### config.mk
export PLATFORM = sky130hd
export DESIGN_NAME = sps_status
export DESIGN_NICKNAME = d
export VERILOG_FILES = /design/src/rtl/sps_pkg.sv /design/src/rtl/sps_pin_sync.sv /design/src/rtl/sps_status.sv
export SDC_FILE = /design/constraint.sdc
export NUM_CORES = 1
export LEC_CHECK = 0
export BUFFER_PORTS_ARGS = -buffer_cell sky130_fd_sc_hd__buf_2
export CAP_MARGIN = 20
export CELL_PAD_IN_SITES_DETAIL_PLACEMENT = 1
export CELL_PAD_IN_SITES_GLOBAL_PLACEMENT = 2
export CORE_UTILIZATION = 27
export CTS_BUF_LIST = sky130_fd_sc_hd__clkbuf_8
export CTS_CLUSTER_DIAMETER = 120
export DETAILED_ROUTE_END_ITERATION = 8
export PLACE_DENSITY = 0.77
export SLEW_MARGIN = 15
export SYNTH_ARGS = -nofsm -noshare
export SYNTH_HDL_FRONTEND = slang
export SYNTH_SLANG_ARGS = --single-unit
export TNS_END_PERCENT = 20
### constraint.sdc
create_clock -name sys_clk -period 2.8 [get_ports sys_clk]
set_input_delay 0 -clock sys_clk [delete_from_list [all_inputs] [get_ports sys_clk]]
set_output_delay 0 -clock sys_clk [all_outputs]
set_load 0.05 [all_outputs]
### src/rtl/sps_pkg.sv
/*
  Shared constants for the serial protocol status block: register offsets,
  field positions, reset values, payload size codes and footer widths.
  Assumes it is compiled before every other file of the block.
*/
`default_nettype none

package sps_pkg;

  // ==========================================================
  // Register map (control space 0, word addresses)
  localparam logic [15:0] SPS_ADDR_FLAGS  = 16'h0008;
  localparam logic [15:0] SPS_ADDR_LEVELS = 16'h000b;

  // ==========================================================
  // Flag register field positions
  localparam int SPS_BIT_TX_PROTO = 0;
  localparam int SPS_BIT_TX_OVF   = 1;
  localparam int SPS_BIT_TX_UNF   = 2;
  localparam int SPS_BIT_RX_OVF   = 3;
  localparam int SPS_BIT_FRAMING  = 4;
  localparam int SPS_BIT_HDR_PAR  = 5;
  localparam int SPS_BIT_RSTDN  = 6;
  localparam int SPS_BIT_PHYIRQ = 7;
  localparam int SPS_BIT_TSCAP  = 8;
  localparam int SPS_ERR_W      = 6;

  // ==========================================================
  // Level register field positions and reset values, plus the flag register reset value
  localparam int         SPS_CREDIT_LSB    = 8;
  localparam int         SPS_READY_LSB     = 0;
  localparam int         SPS_CNT_W         = 8;
  localparam logic [7:0] SPS_CREDIT_RESET  = 8'h3c;
  localparam logic [7:0] SPS_READY_RESET   = 8'h00;
  localparam logic [31:0] SPS_FLAGS_RESET  = 32'h0000_0040;
  localparam logic [31:0] SPS_LEVELS_RESET = 32'h0000_3c00;

  // ==========================================================
  // Buffers and chunk framing
  localparam int          SPS_BUF_BYTES   = 4096;
  localparam logic [2:0]  SPS_PSIZE_8     = 3'h3;
  localparam logic [2:0]  SPS_PSIZE_16    = 3'h4;
  localparam logic [2:0]  SPS_PSIZE_32    = 3'h5;
  localparam logic [2:0]  SPS_PSIZE_64    = 3'h6;
  localparam logic [15:0] SPS_HDR_BITS    = 16'h0020;
  localparam int          SPS_FTR_FIELD_W = 5;

  // Transmit frame tracking, one-hot
  typedef enum logic [1:0]
  {
    SPS_FRM_IDLE = 2'b01,
    SPS_FRM_OPEN = 2'b10
  } sps_frm_t;

endpackage

`default_nettype wire

### src/rtl/sps_pin_sync.sv
/*
  Two-flop synchroniser bank with edge detection on the second stage.
  Assumes its inputs are pins asynchronous to sys_clk; nothing reads the
  first stage except the second.
*/
`default_nettype none

module sps_pin_sync #(
  parameter int W = 2
) (
  input  wire logic         sys_clk,
  input  wire logic         rstn,
  input  wire logic [W-1:0] pin_in,
  output logic      [W-1:0] pin_sync,
  output logic      [W-1:0] pin_rise,
  output logic      [W-1:0] pin_fall
);

  typedef struct packed {
    logic [W-1:0] meta;
    logic [W-1:0] sync;
    logic [W-1:0] last;
  } sps_sync_t;

  sps_sync_t s_r;
  sps_sync_t s_nxt;

  // ==========================================================
  // Stage chain; resets high so an idle chip select looks idle
  always_comb
  begin
    s_nxt      = s_r;
    s_nxt.meta = pin_in;
    s_nxt.sync = s_r.meta;
    s_nxt.last = s_r.sync;
  end

  always_ff @(posedge sys_clk)
  begin
    if (!rstn)
      s_r <= '{meta: '1, sync: '1, last: '1};
    else
      s_r <= s_nxt;
  end

  // Edges per bit, from second and third stages only
  genvar g;
  generate
    for (g = 0; g < W; g++)
    begin : g_edge
      assign pin_rise[g] = s_r.sync[g] & ~s_r.last[g];
      assign pin_fall[g] = ~s_r.sync[g] & s_r.last[g];
    end
  endgenerate

  assign pin_sync = s_r.sync;

endmodule

`default_nettype wire

### src/rtl/sps_status.sv
/*
  Serial protocol flag register and buffer chunk level register of the
  MAC-PHY host interface, with interrupt and footer status generation.
  Assumes a control decoder on sys_clk issues register accesses and chunk
  header events; chip select and serial clock arrive as raw pins.
*/
// What this block does
// RULE1 - Bit 7 mirrors the PHY interrupt request; clears only when PHY acknowledges.
// RULE2 - Bit 6 reset-done flag sets when reset completes; reads 1 after reset.
// RULE3 - Reset-done flag drives the low interrupt output regardless of masks.
// RULE4 - Reset-done flag sets the footer extended-status bit in every receive chunk.
// RULE5 - Host writes 1 to clear reset-done; writing 0 leaves it.
// RULE6 - Bit 5 latches on a header parity failure until cleared.
// RULE7 - Bit 4 sets when chip select ends a chunk or command early.
// RULE8 - Bit 3 sets when a network frame is dropped for lack of receive space.
// RULE9 - Bit 2 sets on transmit underflow, only possible in cut-through mode.
// RULE10 - Bit 1 sets when the transmit buffer overflows and data is lost.
// RULE11 - Bit 0 sets on a data-valid chunk without an open frame.
// RULE12 - Bit 0 sets on a second start-valid before the frame closes.
// RULE13 - Bit 0 sets on end-valid without an earlier start-valid.
// RULE14 - Bit 0 sets when start word or end byte offset exceeds payload size.
// RULE15 - Bits 15:8 report free transmit chunks; reset value 0x3C.
// RULE16 - Writing a transmit chunk with zero credits counts as overflow.
// RULE17 - Footer carries the low five bits of the transmit credit count.
// RULE18 - Bits 7:0 report receive chunks ready for the host; reset 0.
// RULE19 - Footer carries the low five bits of receive chunks ready.
// RULE20 - Separate 4 kB buffers; chunk counts follow their occupancy.
// RULE21 - Maskable flags drive interrupt and extended status only while unmasked.
// RULE22 - Payload size code 3..6 means 8, 16, 32, 64 bytes; default 64.
// RULE23 - Cut-through enable is the only mode where underflow may occur.
// RULE24 - Error flags hold until the host writes 1; writing 0 does nothing.
// RULE25 - Bit 8 always reads 0 and ignores writes.
`default_nettype none

module sps_status
  import sps_pkg::*;
#(
  parameter int                TX_CHUNKS = 60,
  parameter int                RX_CHUNKS = 64,
  parameter logic [SPS_CNT_W-1:0] CREDIT_RST = sps_pkg::SPS_CREDIT_RESET
) (
  input  wire logic                  sys_clk,
  input  wire logic                  rstn,
  // Raw serial pins
  input  wire logic                  spi_cs_n,
  input  wire logic                  spi_sclk,
  // Register port from the control decoder
  input  wire logic [15:0]           reg_addr,
  input  wire logic                  reg_wr_en,
  input  wire logic                  reg_rd_en,
  input  wire logic [31:0]           reg_wdata,
  output logic      [31:0]           reg_rdata,
  output logic                       reg_rvalid,
  // Configuration from the neighbouring registers
  input  wire logic [2:0]            chunk_payload_size,
  input  wire logic                  tx_cut_through_en,
  input  wire logic [7:0]            irq_mask,
  // Transaction shape from the decoder
  input  wire logic                  xact_is_ctrl,
  input  wire logic [15:0]           ctrl_xact_bits,
  // Events
  input  wire logic                  phy_irq_req,
  input  wire logic                  hdr_parity_fail,
  input  wire logic                  rx_frame_drop,
  input  wire logic                  tx_line_starved,
  input  wire logic                  tx_hdr_valid,
  input  wire logic                  chunk_data_valid,
  input  wire logic                  frame_start_valid,
  input  wire logic                  frame_end_valid,
  input  wire logic [3:0]            start_word_offset,
  input  wire logic [5:0]            end_byte_offset,
  // Buffer occupancy events
  input  wire logic                  tx_chunk_written,
  input  wire logic                  tx_chunk_drained,
  input  wire logic                  rx_chunk_filled,
  input  wire logic                  rx_chunk_read,
  // Status outputs
  output logic                       irq_out_n,
  output logic                       footer_extended_status,
  output logic [SPS_FTR_FIELD_W-1:0] footer_tx_credit,
  output logic [SPS_FTR_FIELD_W-1:0] footer_rx_chunks
);

  typedef struct packed {
    logic                 phy_pend;
    logic                 reset_done;
    logic [SPS_ERR_W-1:0] err;
    logic [SPS_CNT_W-1:0] tx_credit;
    logic [SPS_CNT_W-1:0] rx_ready;
    sps_frm_t             frm;
    logic [15:0]          bit_pos;
    logic [31:0]          rdata;
    logic                 rvalid;
    logic                 irq_n;
    logic                 ext_stat;
  } sps_state_t;

  sps_state_t st_r;
  sps_state_t st_nxt;

  logic [1:0] pin_sync;
  logic [1:0] pin_rise;
  logic [1:0] pin_fall;

  // ==========================================================
  // Payload bytes for a size code; unknown codes fall back to 64
  function automatic logic [15:0] payload_bytes(input logic [2:0] size_code);
    logic [15:0] b;
    case (size_code)
      SPS_PSIZE_8:  b = 16'h0008; // see RULE22
      SPS_PSIZE_16: b = 16'h0010;
      SPS_PSIZE_32: b = 16'h0020;
      default:    b = 16'h0040;
    endcase
    return b;
  endfunction

  // ==========================================================
  // Pin synchronisers: bit 1 chip select, bit 0 serial clock
  sps_pin_sync #(
    .W (2)
  ) u_sync (
    .sys_clk  (sys_clk),
    .rstn     (rstn),
    .pin_in   ({spi_cs_n, spi_sclk}),
    .pin_sync (pin_sync),
    .pin_rise (pin_rise),
    .pin_fall ()
  );

  logic        cs_active;
  logic        sclk_rise;
  logic        cs_end;
  logic [15:0] pay_bytes;
  logic [15:0] unit_bits;
  logic        wr_flags;
  logic        rd_hit;
  logic [SPS_ERR_W-1:0] err_set;
  logic [SPS_ERR_W-1:0] err_clr;
  logic        offs_bad;
  logic        seq_bad;
  logic        tx_ovf;
  logic [31:0] flags_word;
  logic [31:0] levels_word;

  assign cs_active = ~pin_sync[1];
  assign sclk_rise = pin_rise[0] & cs_active;
  assign cs_end    = pin_rise[1];
  assign pay_bytes = payload_bytes(chunk_payload_size);
  // A chunk is a 32-bit header or footer plus the payload
  assign unit_bits = xact_is_ctrl ? ctrl_xact_bits : (SPS_HDR_BITS + {pay_bytes[12:0], 3'b000});
  assign wr_flags  = reg_wr_en & (reg_addr == SPS_ADDR_FLAGS);
  assign rd_hit    = reg_rd_en;

  // ==========================================================
  // Transmit chunk header checks
  assign offs_bad = tx_hdr_valid & chunk_data_valid &
                    ((frame_start_valid & ({10'h000, start_word_offset, 2'b00} >= pay_bytes)) |
                     (frame_end_valid & ({10'h000, end_byte_offset} >= pay_bytes))); // see RULE14
  always_comb
  begin
    seq_bad = 1'b0;
    if (tx_hdr_valid && chunk_data_valid)
    begin
      if (st_r.frm == SPS_FRM_IDLE)
        seq_bad = ~frame_start_valid; // see RULE11 see RULE13
      else
        seq_bad = frame_start_valid & ~frame_end_valid; // see RULE12
    end
  end

  // Writing with no credit left is an overflow, never a count wrap
  assign tx_ovf = tx_chunk_written & (st_r.tx_credit == '0); // see RULE16

  // ==========================================================
  // Hardware set terms and host write-one-to-clear terms
  always_comb
  begin
    err_set                = '0;
    err_set[SPS_BIT_HDR_PAR]  = hdr_parity_fail; // see RULE6
    err_set[SPS_BIT_FRAMING]  = cs_end & (st_r.bit_pos != 16'h0000); // see RULE7
    err_set[SPS_BIT_RX_OVF]   = rx_frame_drop; // see RULE8
    err_set[SPS_BIT_TX_UNF]   = tx_line_starved & tx_cut_through_en; // see RULE9 see RULE23
    err_set[SPS_BIT_TX_OVF]   = tx_ovf; // see RULE10
    err_set[SPS_BIT_TX_PROTO] = offs_bad | seq_bad;
    err_clr                = wr_flags ? reg_wdata[SPS_ERR_W-1:0] : '0;
  end

  assign flags_word  = {23'h000000, 1'b0, st_r.phy_pend, st_r.reset_done, st_r.err}; // see RULE25
  assign levels_word = {16'h0000, st_r.tx_credit, st_r.rx_ready}; // see RULE15 see RULE18

  // ==========================================================
  // Next-state logic
  always_comb
  begin
    st_nxt = st_r;

    // Level mirror, no latching; the PHY owns the acknowledge
    st_nxt.phy_pend = phy_irq_req; // see RULE1

    // Clear on a written one only; no hardware set after reset
    if (wr_flags && reg_wdata[SPS_BIT_RSTDN])
      st_nxt.reset_done = 1'b0; // see RULE5

    // Set beats clear so an event in the clearing cycle survives
    st_nxt.err = (st_r.err & ~err_clr) | err_set; // see RULE24

    // Credits: both events in one cycle cancel out, except at zero credit where the write overflows and the drain adds one
    if (tx_chunk_written && !tx_ovf && !tx_chunk_drained)
      st_nxt.tx_credit = st_r.tx_credit - 8'h01; // see RULE20
    else if (tx_chunk_drained && !(tx_chunk_written && !tx_ovf) &&
             (32'(st_r.tx_credit) < TX_CHUNKS))
      st_nxt.tx_credit = st_r.tx_credit + 8'h01;

    if (rx_chunk_filled && !rx_chunk_read && (32'(st_r.rx_ready) < RX_CHUNKS))
      st_nxt.rx_ready = st_r.rx_ready + 8'h01; // see RULE20
    else if (rx_chunk_read && !rx_chunk_filled && (st_r.rx_ready != '0))
      st_nxt.rx_ready = st_r.rx_ready - 8'h01;

    // Frame tracking follows each accepted data chunk
    if (tx_hdr_valid && chunk_data_valid)
    begin
      case (st_r.frm)
        SPS_FRM_IDLE:
          if (frame_start_valid && !frame_end_valid)
            st_nxt.frm = SPS_FRM_OPEN;
        SPS_FRM_OPEN:
          if (frame_end_valid && !frame_start_valid)
            st_nxt.frm = SPS_FRM_IDLE;
        default:
          st_nxt.frm = SPS_FRM_IDLE;
      endcase
    end

    // Bit position inside the current chunk or command
    if (cs_end)
      st_nxt.bit_pos = 16'h0000;
    else if (sclk_rise)
      st_nxt.bit_pos = (st_r.bit_pos >= unit_bits - 16'h0001) ? 16'h0000 : st_r.bit_pos + 16'h0001;

    // Reads answer one cycle later; unmapped words read zero
    st_nxt.rvalid = rd_hit;
    if (rd_hit)
    begin
      case (reg_addr)
        SPS_ADDR_FLAGS:  st_nxt.rdata = flags_word;
        SPS_ADDR_LEVELS: st_nxt.rdata = levels_word;
        default:         st_nxt.rdata = 32'h0000_0000;
      endcase
    end

    // Mask bit 6 is ignored: reset-done cannot be masked
    st_nxt.ext_stat = st_nxt.reset_done |
                      (|({st_nxt.phy_pend, st_nxt.err} & ~{irq_mask[7], irq_mask[5:0]})); // see RULE21 see RULE4
    st_nxt.irq_n    = ~st_nxt.ext_stat; // see RULE3
  end

  // ==========================================================
  // State register
  always_ff @(posedge sys_clk)
  begin
    if (!rstn)
    begin
      st_r            <= '0;
      st_r.reset_done <= 1'b1; // see RULE2
      st_r.tx_credit  <= CREDIT_RST; // see RULE15
      st_r.rx_ready   <= SPS_READY_RESET; // see RULE18
      st_r.frm        <= SPS_FRM_IDLE;
      st_r.irq_n      <= 1'b0;
      st_r.ext_stat   <= 1'b1;
    end
    else
      st_r <= st_nxt;
  end

  // Outputs straight from the state register
  assign reg_rdata              = st_r.rdata;
  assign reg_rvalid             = st_r.rvalid;
  assign irq_out_n              = st_r.irq_n;
  assign footer_extended_status = st_r.ext_stat;
  assign footer_tx_credit       = st_r.tx_credit[SPS_FTR_FIELD_W-1:0]; // see RULE17
  assign footer_rx_chunks       = st_r.rx_ready[SPS_FTR_FIELD_W-1:0]; // see RULE19
endmodule

`default_nettype wire

# [After elaboration in Yosys (flattened, before gate mapping)]
# Index checks and enable logic that the tools add are counted.
[totals] ramBits=0 out_inout_bits=45 memories=0 register_bits=83 word_cells=104 mem_bits_ro=0 latchBits=0
[classes] n_eq_ne=9 muxes=15 n_bitwise=27 magnitude_cmp=5 n_reduce_logical=27 mul=0 div_mod_pow=0 shifts=0 n_addsub=7
[op_table] cell="equality test 16 x 4 -> 1 bit (second input constant)" count=2
[op_table] cell="greater-or-equal comparator 6 x 16 -> 1 bit" count=2
[op_table] cell="two-way mux 16 bit" count=2
[op_table] cell="two-way mux 8 bit" count=4
[op_table] cell="case mux 16 bit (2 select lines)" count=1
[op_table] cell="case mux 7 bit (3 select lines)" count=1
[op_table] cell="adder 16 x 1 -> 16 bit (second input constant)" count=1
[op_table] cell="adder 6 x 16 -> 16 bit (first input constant)" count=1
[op_table] cell="adder 8 x 1 -> 8 bit (second input constant)" count=2
[op_table] cell="greater-or-equal comparator 16 bit" count=1
[op_table] cell="nonzero test 16 bit" count=1
[op_table] cell="subtractor 16 x 1 -> 16 bit (second input constant)" count=1
[op_table] cell="subtractor 8 x 1 -> 8 bit (second input constant)" count=2
[op_table] cell="AND 1 bit" count=12
[op_table] cell="logical AND 1 bit" count=12
[op_table] cell="zero test 8 bit" count=1
[op_table] cell="< comparator 8 x 6 -> 1 bit (second input constant)" count=1
[op_table] cell="< comparator 8 x 7 -> 1 bit (second input constant)" count=1
[op_table] cell="nonzero test 8 bit" count=1
[op_table] cell="AND 7 bit" count=1
[op_table] cell="zero test 1 bit" count=7
[op_table] cell="NOT 1 bit" count=7
[op_table] cell="NOT 7 bit" count=1
[op_table] cell="OR reduction 7 bit" count=1
[op_table] cell="other kinds (17)" count=24

# [Logic depth before layout (Yosys ltp)]
# Gate-level depths: netlist of run 1.
[depth] word_depth=12 mapped_depth=16

# [By module]
# Synthesis of run 1 repeated with hierarchy kept, for this count alone.
[hier_totals] hier_cells=568 hier_area_um2=4583.1
[modules_own_cells] mod="sps_status" n_inst=1 cells_per_inst=550 area_each_um2=4385.5
[modules_own_cells] mod="sps_pin_sync" n_inst=1 cells_per_inst=18 area_each_um2=197.7

# [Least setup slack after synthesis of run 1]
# OpenSTA, ideal clock, no wires.
[synth_path] path_type="input to register" startpoint="in xact_is_ctrl" endpoint="reg st_r[37] (netlist bit)" path_stages=16 arrival_time_ns=2.778 required_ns=2.722 setup_time_ns=0.078 slack_ns=-0.056 cell_sequence="clkbuf_1 -> clkbuf_1 -> nand2_1 -> ha_1 -> nand4_1 -> nor4_1 -> nand2_1 -> a32oi_1 -> ha_1 -> and4_1 -> nand2_1 -> nor2_1 -> a32oi_1 -> nand2_1 -> buf_1 -> nor3_1"
[synth_via] elab_chain_cells=4
[synth_lines] item="from (decl)" line_no="sps_status.sv:59" source="input wire logic xact_is_ctrl,"
[synth_lines] item="two-way mux 16 bit" line_no="sps_status.sv:151" source="assign unit_bits = xact_is_ctrl ? ctrl_xact_bits : (SPS_HDR_BITS + {pay_bytes[12:0], 3'b000});"
[synth_lines] item="subtractor 16 x 1 -> 16 bit" line_no="sps_status.sv:239" source="st_nxt.bit_pos = (st_r.bit_pos >= unit_bits - 16'h0001) ? 16'h0000 : st_r.bit_pos + 16'h0001;"
[synth_lines] item="greater-or-equal comparator 16 bit" line_no="sps_status.sv:239"
[synth_lines] item="two-way mux 16 bit" line_no="sps_status.sv:239"
[synth_lines] item="to (signal assigned)" line_no="sps_status.sv:273" source="st_r <= st_nxt;"
[synth_lines] item="to (decl)" line_no="sps_status.sv:98" source="sps_state_t st_r;"
# Every way passes these cells.
# A chain may end at the register's enable or synchronous reset.

# [Worst setup path in the final report of run 1]
[layout_path] startpoint="reg st_r (netlist bit levels_word[15])" endpoint="reg st_r (netlist bit levels_word[15])"
[layout_via] elab_chain_cells=8 word_cells_on_any_way=14
[layout_lines] item="parallel branches: the longest is 8 deep, another holds adder 8 x 1 -> 8 bit"
# Several ways; the timed one is not identified. The select of a mux whose other input is x is not followed.

==> impl_results.html, run 1 <==
<table>
<tr><th>Metric</th><th>Value</th></tr>
<tr><th colspan="2">Logic synthesis</th></tr>
<tr><td>Number of standard cells after synthesis</td><td>between 500 and 600</td></tr>
<tr><td>Post-synth top flop</td><td>dfxtp_1</td></tr>
<tr><td>Average cell area after synthesis</td><td>8.06 sq um</td></tr>
<tr><td>Synth unique cells</td><td>63</td></tr>
<tr><td>Yosys synthesis warning count</td><td>0</td></tr>
<tr><td>Post-synthesis instance area</td><td>approximately 0.0046 sq mm</td></tr>
<tr><td>Part of the Yosys area used for sequential elements</td><td>about 30%</td></tr>
<tr><td>Share of synthesized flip-flops with an asynchronous set or reset</td><td>0%</td></tr>
<tr><td>FF+latch count, synth</td><td>67</td></tr>
<tr><td>Number of enable-type register cells in the synthesized netlist</td><td>0</td></tr>
<tr><th colspan="2">Floorplan</th></tr>
<tr><td>Core box area</td><td>0.0166 sq mm</td></tr>
<tr><td>Number of placed I/O pins</td><td>150</td></tr>
<tr><td>Chip width</td><td>132 um</td></tr>
<tr><td>Effective utilization at floorplan</td><td>27.6%</td></tr>
<tr><td>DIE HEIGHT</td><td>132 um</td></tr>
<tr><td>Total number of placement rows</td><td>47</td></tr>
<tr><td>Die footprint</td><td>~0.017 sq mm</td></tr>
<tr><th colspan="2">Worst setup path</th></tr>
<tr><td>Critical Path End Type</td><td>flop</td></tr>
<tr><td>Startpoint type of the worst setup path</td><td>flop</td></tr>
<tr><td>Worst setup path startpoint</td><td>levels_word[15]$_SDFFE_PN0P_</td></tr>
<tr><td>Worst Path Required</td><td>3.05 ns</td></tr>
<tr><td>Crit Path Max Fanout</td><td>6</td></tr>
<tr><td>Endpoint arrival time on the critical path</td><td>around 3.0 ns</td></tr>
<tr><td>Class of the most critical setup path</td><td>flop to flop</td></tr>
<tr><td>Worst reg2reg path startpoint</td><td>levels_word[15]$_SDFFE_PN0P_</td></tr>
<tr><th colspan="2">Placed design</th></tr>
<tr><td>Post-place instance area</td><td>0.00532 sq mm</td></tr>
<tr><td>Input/output buffers</td><td>around 110</td></tr>
<tr><td>GPL Wtd Cong</td><td>between 0.8 and 0.9</td></tr>
<tr><td>Detailed Place HPWL</td><td>~11 mm</td></tr>
<tr><th colspan="2">Clock network</th></tr>
<tr><td>Clock root buffer master</td><td>clkbuf_8</td></tr>
<tr><td>Clock latency of the later-clocked register in the worst-skew pair</td><td>about 0.35 ns</td></tr>
<tr><td>Number of buffers added by the clock tree synthesis step</td><td>9</td></tr>
<tr><td>Maximum number of buffers from clock root to sink</td><td>2</td></tr>
<tr><td>Number of buffers inserted to repair setup after CTS</td><td>0</td></tr>
<tr><td>Clock slew at reported path FFs</td><td>roughly 0.070 ns</td></tr>
<tr><td>CTS sink count</td><td>67</td></tr>
<tr><td>Count of H-tree levels built during CTS</td><td>3</td></tr>
<tr><td>CTS tree</td><td>built</td></tr>
<tr><th colspan="2">Finish</th></tr>
<tr><td>Proportion of layout cells with a drive suffix above 1</td><td>25.2%</td></tr>
<tr><td>Number of antenna cells inserted</td><td>0</td></tr>
<tr><td>Leading cell types in the layout, fill and taps excluded</td><td>buf_2 (107), dfxtp_1 (67), nand2_1 (54)</td></tr>
<tr><td>Area overhead of the layout relative to synthesis</td><td>23.8%</td></tr>
<tr><td>Final Instance Area</td><td>~0.0057 sq mm</td></tr>
<tr><td>Final #Nets</td><td>between 800 and 900</td></tr>
<tr><td>Most frequent standard cell in the layout excluding fill and tap cells</td><td>buf_2</td></tr>
<tr><th colspan="2">Timing</th></tr>
<tr><td>Final setup violation count</td><td>0</td></tr>
<tr><td>Final Max Tran Viols</td><td>0</td></tr>
<tr><td>Worst max-slew margin expressed relative to the limit</td><td>between 40% and 50%</td></tr>
<tr><td>Worst slack on hold paths</td><td>~0.047 ns</td></tr>
<tr><td>Crit share post-route</td><td>a little over nine tenths</td></tr>
<tr><td>Unrepaired setup endpoints after global routing</td><td>false</td></tr>
<tr><td>Fin. Hold Viols</td><td>0</td></tr>
<tr><td>Post-layout min period</td><td>2.71 ns</td></tr>
<tr><td>Highest Clock Rate</td><td>about 370 MHz</td></tr>
<tr><td>TNS Setup</td><td>0 ns</td></tr>
<tr><td>Setup Skew</td><td>~0.0075 ns</td></tr>
<tr><td>Worst-margin pin slew</td><td>approximately 0.8 ns</td></tr>
<tr><th colspan="2">GRT</th></tr>
<tr><td>Number of global-route vias before repair</td><td>between 4000 and 5000</td></tr>
<tr><td>Overflow after GRT</td><td>0</td></tr>
<tr><td>Number of antenna violations at the first check in global routing</td><td>0</td></tr>
<tr><td>Overall routing resource usage</td><td>~16%</td></tr>
<tr><td>Pin count of the biggest net entering global routing</td><td>34</td></tr>
<tr><td>First-pass GRT wire length</td><td>roughly 23 mm</td></tr>
<tr><th colspan="2">Power and ir drop</th></tr>
<tr><td>Clock group share of total power</td><td>22.6%</td></tr>
<tr><td>Proportion of power drawn by combinational gates</td><td>between 40% and 50%</td></tr>
<tr><td>Net switching power</td><td>approximately 1300 uW</td></tr>
<tr><td>Power density over the cells</td><td>~560 mW/mm^2</td></tr>
<tr><td>Sequential share of power</td><td>a little over a third</td></tr>
<tr><td>Worst vdd ir</td><td>roughly 0.42 mV</td></tr>
<tr><td>Internal power consumption</td><td>between 1500 and 2000 uW</td></tr>
<tr><td>Switching part of the total</td><td>between 30% and 40%</td></tr>
<tr><td>Static Leakage</td><td>between 0.002 and 0.0025 uW</td></tr>
<tr><th colspan="2">Routing</th></tr>
<tr><td>Number of design-rule violations left by the first detailed-router iteration</td><td>110</td></tr>
<tr><td>Total via count in the routed design</td><td>4414</td></tr>
<tr><td>Routed via count divided by cell count</td><td>between 4 and 5</td></tr>
<tr><td>Antenna-violating nets left</td><td>0</td></tr>
<tr><td>Routed length per instance</td><td>between 10 and 15 um</td></tr>
<tr><td>Final Routed Wirelength</td><td>around 14 mm</td></tr>
<tr><td>Total DRC errors in the routed layout</td><td>0</td></tr>
<tr><td>DR pass1 iterations</td><td>4</td></tr>
<tr><th colspan="2">Min path</th></tr>
<tr><td>Path type of the worst min-delay path</td><td>input port to flop</td></tr>
<tr><td>Worst hold start</td><td>reg_wdata[3]</td></tr>
<tr><th colspan="2">Outcome</th></tr>
<tr><td>Status</td><td>completed</td></tr>
<tr><th colspan="2">Run</th></tr>
<tr><td>Reported max-cap violation count</td><td>0</td></tr>
</table>
==> stage by stage <==
step	setup WS [ns]	power [uW]	utilization (%)	std cells
after floorplan	0.0673	2140	-	583
after global routing	0.0190	3410	34.2	911
after global placement	0.0289	2400	32.1	884
final	0.0908	3190	34.2	911
after CTS	0.0344	3220	33.8	910
after detailed placement	-0.119	2460	32.1	884
==> sequential cells by signal, summed over array words and instances (netlist names) <==
signal                  count
flags_word                  8
footer_extended_status      1
footer_rx_chunks            5
footer_tx_credit            5
irq_out_n                   1
levels_word                 6
reg_rdata                  16
reg_rvalid                  1
st_r                       18
u_sync.pin_sync             2
u_sync.s_nxt                2
u_sync.s_r                  2
==> critical path: stages (launching register included) <==
cell and delay [ns]:
dfxtp_1 0.35, nor4_1 0.39, nand2_1 0.13, and3b_1 0.29, ha_1 0.31, a21oi_1 0.08
o21ai_0 0.21, nand2_1 0.10, a211o_1 0.30, mux2_2 0.28, o21a_1 0.16
==> worst paths after layout <==
path | end | slack [ns] | depth (start not counted)
worst max register to register | levels_word[15]$_SDFFE_PN0P_ | 0.09 | 10
worst min-delay path | flags_word[3]$_SDFF_PN0_ | 0.05 | 4
worst min register to register | u_sync.pin_sync[1]$_SDFF_PN1_ | 0.41 | 1
worst max-delay path | levels_word[15]$_SDFFE_PN0P_ | 0.09 | 10
==> per-layer routing <==
layer	track usage (%)	wire, um	vias to the layer above
met4	6.32	287	0
met1	19.6	6110	2099
met3	2.73	415	21
met5	0	0	-
met2	29.1	6730	88
li1	-	-	2206
==> cell usage after synthesis (all sizes together), types with 4 or more instances <==
master  instances  area, sq um
nand2          54          203
nand3          22          110
a21oi          35          175
a31oi           7         43.8
xor2           22          193
nor2           48          190
a21o            4         30.0
o211ai          4         30.0
clkbuf         14         52.6
inv            23         86.3
and4            4         35.0
o21ai          19         95.1
nor3           27          146
buf            45          330
ha             37          463
nand2b         28          175
or4             4         33.8
dfxtp          67         1340
a22oi           8         60.1
a32oi           5         43.8
a211oi         14          105
nor2b           4         25.0
nand4           6         37.5
nor4           11         75.1
xnor2          10         87.6
==> cell type report <==
class / count / area, sq um
flip-flops and latches: 67 / 1340
clock buffers: 11 / 151
repair buffers: 153 / 931
fillers: 2073 / 10900
well taps: 220 / 275
inverters: 23 / 86.3
multi-input cells: 434 / 2860
clock inverters: 3 / 15.0
==> kinds of logic after synthesis <==
logic type      Yosys count  synth area share [%]
compound gates          118                  17.1
xor+xnor                 32                  6.12
fa+ha+maj                39                  11.0
buf+inv                  82                  10.3
flops                    67                  29.3
mux                       3                 0.683
other cells               1                0.0819
simple gates            226                  25.5
==> what timing repair did <==
action,in CTS,in global routing
setup endpoints to repair,1,17
hold buffers,12,0
gates cloned,0,0
endpoints found under the hold margin,12,0
gates resized for setup,1,7
==> power groups by stage <==
| stage | sequential, uW | combinational [uW] | clock, uW |
|---|---|---|---|
| after floorplan | 1140 | 994 | 0 |
| after global placement | 1160 | 1240 | 0 |
| after detailed placement | 1160 | 1290 | 0 |
| after CTS | 1150 | 1320 | 758 |
| after global routing | 1170 | 1450 | 787 |
| final | 1150 | 1320 | 721 |
(Power assumes the default switching activity.)
==> run 2: changes to the inputs <==
Settings changed: CORE_ASPECT_RATIO set to 1.25.
==> run 2 against run 1 <==
- critical endpoint is now levels_word[7]$_SDFFE_PN0P_
- highest routed layer unchanged
- largest power group unchanged
- hold slack got worse by 0.042 ns
- first-iteration DRC count increased by 13%
- critical path depth decreased by 1
- register-to-register slack improved by 0.07 ns
- sequential cell count unchanged
- non-clock buffer count increased by 3
==> impl_results.html, run 2 (synthesis results as in run 1) <==
<table>
<tr><th>Metric</th><th>Value</th></tr>
<tr><th colspan="2">Outcome</th></tr>
<tr><td>Status</td><td>completed (unchanged)</td></tr>
<tr><th colspan="2">Routing</th></tr>
<tr><td>Final Routed Wirelength</td><td>14.1 mm (was 13.5 mm)</td></tr>
<tr><td>Total via count in the routed design</td><td>4487 (was 4414)</td></tr>
<tr><td>Routed wl met3</td><td>451 um (was 415 um)</td></tr>
<tr><td>Number of design-rule violations left by the first detailed-router iteration</td><td>124 (was 110)</td></tr>
<tr><td>Routed via count divided by cell count</td><td>4.93 (was 4.85)</td></tr>
<tr><td>Routed length per instance</td><td>15.5 um (was 14.9 um)</td></tr>
<tr><td>Routed wire length on met2</td><td>7.38 mm (was 6.73 mm)</td></tr>
<tr><td>Highest layer used for signal routing</td><td>met4 (unchanged)</td></tr>
<tr><td>Wire length the detailed router placed on met1</td><td>5.88 mm (was 6.11 mm)</td></tr>
<tr><td>Antenna-violating nets left</td><td>0 (unchanged)</td></tr>
<tr><td>Total DRC errors in the routed layout</td><td>0 (unchanged)</td></tr>
<tr><td>DR pass1 iterations</td><td>4 (unchanged)</td></tr>
<tr><th colspan="2">Timing</th></tr>
<tr><td>Final setup slack of the worst path</td><td>0.157 ns (was 0.0908 ns)</td></tr>
<tr><td>Post-layout min period</td><td>2.64 ns (was 2.71 ns)</td></tr>
<tr><td>Final Max Tran Viols</td><td>0 (unchanged)</td></tr>
<tr><td>Fin. Hold Viols</td><td>0 (unchanged)</td></tr>
<tr><td>Unrepaired setup endpoints after global routing</td><td>false (unchanged)</td></tr>
<tr><td>Crit share post-route</td><td>94.4% (was 96.8%)</td></tr>
<tr><td>Final setup violation count</td><td>0 (unchanged)</td></tr>
<tr><td>TNS Setup</td><td>0 ns (unchanged)</td></tr>
<tr><td>Worst max-slew margin expressed relative to the limit</td><td>30.9% (was 46.1%)</td></tr>
<tr><td>Setup Skew</td><td>0.0107 ns (was 0.00753 ns)</td></tr>
<tr><td>Worst slack on hold paths</td><td>0.00540 ns (was 0.0474 ns)</td></tr>
<tr><td>Worst-margin pin slew</td><td>1.03 ns (was 0.788 ns)</td></tr>
<tr><td>Highest Clock Rate</td><td>378 MHz (was 369 MHz)</td></tr>
<tr><th colspan="2">Clock network</th></tr>
<tr><td>CTS tree</td><td>built (unchanged)</td></tr>
<tr><td>Clock root buffer master</td><td>clkbuf_8 (unchanged)</td></tr>
<tr><td>Clock slew at reported path FFs</td><td>0.07 ns (about the same)</td></tr>
<tr><td>Maximum number of buffers from clock root to sink</td><td>2 (unchanged)</td></tr>
<tr><td>Number of buffers inserted to repair setup after CTS</td><td>0 (unchanged)</td></tr>
<tr><td>CTS sink count</td><td>67 (unchanged)</td></tr>
<tr><td>Clock latency of the later-clocked register in the worst-skew pair</td><td>0.36 ns (was 0.35 ns)</td></tr>
<tr><td>Number of buffers added by the clock tree synthesis step</td><td>9 (unchanged)</td></tr>
<tr><td>Count of H-tree levels built during CTS</td><td>3 (unchanged)</td></tr>
<tr><th colspan="2">Floorplan</th></tr>
<tr><td>Core box area</td><td>0.0164 sq mm (was 0.0166 sq mm)</td></tr>
<tr><td>Total number of placement rows</td><td>52 (was 47)</td></tr>
<tr><td>Effective utilization at floorplan</td><td>27.9% (was 27.6%)</td></tr>
<tr><td>Chip width</td><td>118 um (was 132 um)</td></tr>
<tr><td>DIE HEIGHT</td><td>148 um (was 132 um)</td></tr>
<tr><td>Die footprint</td><td>0.0175 sq mm (about the same)</td></tr>
<tr><td>Number of placed I/O pins</td><td>150 (unchanged)</td></tr>
<tr><th colspan="2">Power and ir drop</th></tr>
<tr><td>Internal power consumption</td><td>2030 uW (was 1920 uW)</td></tr>
<tr><td>Proportion of power drawn by combinational gates</td><td>40.8% (was 41.3%)</td></tr>
<tr><td>Overall power of the completed layout</td><td>3330 uW (was 3190 uW)</td></tr>
<tr><td>Clock group share of total power</td><td>24.9% (was 22.6%)</td></tr>
<tr><td>Static Leakage</td><td>0.00248 uW (was 0.00246 uW)</td></tr>
<tr><td>Switching part of the total</td><td>39.0% (was 39.7%)</td></tr>
<tr><td>Sequential share of power</td><td>34.4% (was 36.1%)</td></tr>
<tr><td>Net switching power</td><td>1300 uW (was 1270 uW)</td></tr>
<tr><td>Worst vdd ir</td><td>0.389 mV (was 0.425 mV)</td></tr>
<tr><td>Power density over the cells</td><td>588 mW/mm^2 (was 563 mW/mm^2)</td></tr>
<tr><th colspan="2">Worst setup path</th></tr>
<tr><td>Critical Path End Type</td><td>flop (unchanged)</td></tr>
<tr><td>Endpoint arrival time on the critical path</td><td>2.86 ns (was 2.96 ns)</td></tr>
<tr><td>CP dominant cell by count</td><td>nor2_1 (was nand2_1)</td></tr>
<tr><td>Startpoint type of the worst setup path</td><td>flop (unchanged)</td></tr>
<tr><td>Class of the most critical setup path</td><td>flop to flop (unchanged)</td></tr>
<tr><td>Worst Path Required</td><td>3.02 ns (was 3.05 ns)</td></tr>
<tr><td>Critical path, cell by cell</td><td>nor4_2 -&gt; inv_2 -&gt; ha_1 -&gt; a211oi_1 -&gt; nor2_1 -&gt; or4_1 -&gt; a311oi_2 -&gt; xor2_1 -&gt; nor2_1 (was nor4_1 -&gt; nand2_1 -&gt; and3b_1 -&gt; ha_1 -&gt; a21oi_1 -&gt; o21ai_0 -&gt; nand2_1 -&gt; a211o_1 -&gt; mux2_2 -&gt; o21a_1)</td></tr>
<tr><td>Critical-path top delay cell</td><td>or4_1 (was nor4_1)</td></tr>
<tr><td>Delay contributed by the slowest stage of the critical path</td><td>0.44 ns (was 0.39 ns)</td></tr>
<tr><td>Crit Path Max Fanout</td><td>5 (was 6)</td></tr>
<tr><th colspan="2">Placed design</th></tr>
<tr><td>Setup slack after placement</td><td>-0.0821 ns (was -0.119 ns)</td></tr>
<tr><td>Detailed Place HPWL</td><td>11.2 mm (was 10.8 mm)</td></tr>
<tr><td>GPL Wtd Cong</td><td>0.848 (was 0.826)</td></tr>
<tr><td>Input/output buffers</td><td>107 (unchanged)</td></tr>
<tr><th colspan="2">Finish</th></tr>
<tr><td>Final #Nets</td><td>835 (was 832)</td></tr>
<tr><td>Area overhead of the layout relative to synthesis</td><td>24.0% (was 23.8%)</td></tr>
<tr><td>Leading cell types in the layout, fill and taps excluded</td><td>buf_2 (107), dfxtp_1 (67), nand2_1 (54) (unchanged)</td></tr>
<tr><td>Proportion of layout cells with a drive suffix above 1</td><td>24.7% (was 25.2%)</td></tr>
<tr><td>Number of antenna cells inserted</td><td>0 (unchanged)</td></tr>
<tr><td>Most frequent standard cell in the layout excluding fill and tap cells</td><td>buf_2 (unchanged)</td></tr>
<tr><td>Flip-flop count of the largest register after layout</td><td>18 (unchanged)</td></tr>
<tr><td>Largest register by flop count</td><td>st_r (unchanged)</td></tr>
<tr><td>Layout fillers</td><td>2043 (was 2073)</td></tr>
<tr><th colspan="2">GRT</th></tr>
<tr><td>Overflow after GRT</td><td>0 (unchanged)</td></tr>
<tr><td>First-pass GRT wire length</td><td>23.3 mm (was 23.0 mm)</td></tr>
<tr><td>Overall routing resource usage</td><td>16.6% (was 16.3%)</td></tr>
<tr><td>Number of antenna violations at the first check in global routing</td><td>0 (unchanged)</td></tr>
<tr><td>Number of global-route vias before repair</td><td>4819 (was 4762)</td></tr>
<tr><td>Pin count of the biggest net entering global routing</td><td>34 (unchanged)</td></tr>
<tr><th colspan="2">Min path</th></tr>
<tr><td>Path type of the worst min-delay path</td><td>input port to flop (unchanged)</td></tr>
<tr><th colspan="2">Run</th></tr>
<tr><td>Reported max-cap violation count</td><td>0 (unchanged)</td></tr>
</table>
## run 2: cell count changes in the layout (fill, tap and decap cells not counted), moves of 2 or more
| cell | previous run | this run |
|---|---|---|
| inv_1 | 22 | 24 |
| nor3_2 | 2 | 0 |
| clkinv_2 | 3 | 1 |
| nor3_1 | 24 | 26 |
| buf_4 | 33 | 36 |
## run 2: worst max-delay path: cells and delay by family (launching register included)
| family | cells | cell delay (ns) |
|---|---|---|
| AND/OR/NAND/NOR | 4 | 0.95 |
| AO/OA/AOI/OAI | 2 | 0.55 |
| flip-flops | 1 | 0.35 |
| adder cells (fa/ha/maj) | 1 | 0.32 |
| XOR/XNOR | 1 | 0.21 |
| buffers and inverters | 1 | 0.13 |
## run 2: final cells by class
cell class | count | area (sq um) | area share (%)
sequential | 67 | 1340 | 23.6
tap | 216 | 270 | 4.76
clock buffer | 11 | 151 | 2.67
clock inverter | 4 | 42.5 | 0.750
multi-input combinational | 434 | 2850 | 50.2
inverter | 23 | 86.3 | 1.52
timing repair buffer | 156 | 936 | 16.5
## run 2: per-stage QoR
| stage | utilization, % | cells | area (sq um) |
|---|---|---|---|
| final | 34.6 | 911 | 5680 |
| after global placement | 32.5 | 883 | 5330 |
| after floorplan | - | 583 | 4640 |
| after global routing | 34.6 | 911 | 5680 |
| after detailed placement | 32.5 | 883 | 5330 |
| after CTS | 34.5 | 911 | 5660 |
## run 2: final timing paths
path	startpoint	end	slack, ns	cells past startpoint
setup / recovery	levels_word[7]$_SDFFE_PN0P_	levels_word[7]$_SDFFE_PN0P_	0.16	9
hold reg to reg	u_sync.s_nxt[3]$_SDFF_PN1_	u_sync.pin_sync[1]$_SDFF_PN1_	0.41	1
hold / removal	reg_wdata[3]	flags_word[3]$_SDFF_PN0_	0.005	4
setup reg to reg	levels_word[7]$_SDFFE_PN0P_	levels_word[7]$_SDFFE_PN0P_	0.16	9
## run 2: repair_timing
item | in CTS | in global routing
setup endpoints to repair | 1 | 4
pin swaps | 0 | 1
gates resized for setup | 1 | 4
hold buffers | 13 | 0
endpoints found under the hold margin | 12 | 0
## run 2: layer usage
layer,up-vias,global-route usage [%]
li1,2220,-
met5,-,0
met2,100,31.4
met4,0,7.34
met3,30,2.24
met1,2137,18.3
## run 2: power groups by stage
| stage | clock network, uW | registers, uW | logic, uW |
|---|---|---|---|
| after global routing | 898 | 1160 | 1490 |
| after floorplan | 0 | 1140 | 994 |
| final | 829 | 1150 | 1360 |
| after global placement | 0 | 1160 | 1260 |
| after CTS | 852 | 1140 | 1360 |
| after detailed placement | 0 | 1160 | 1320 |
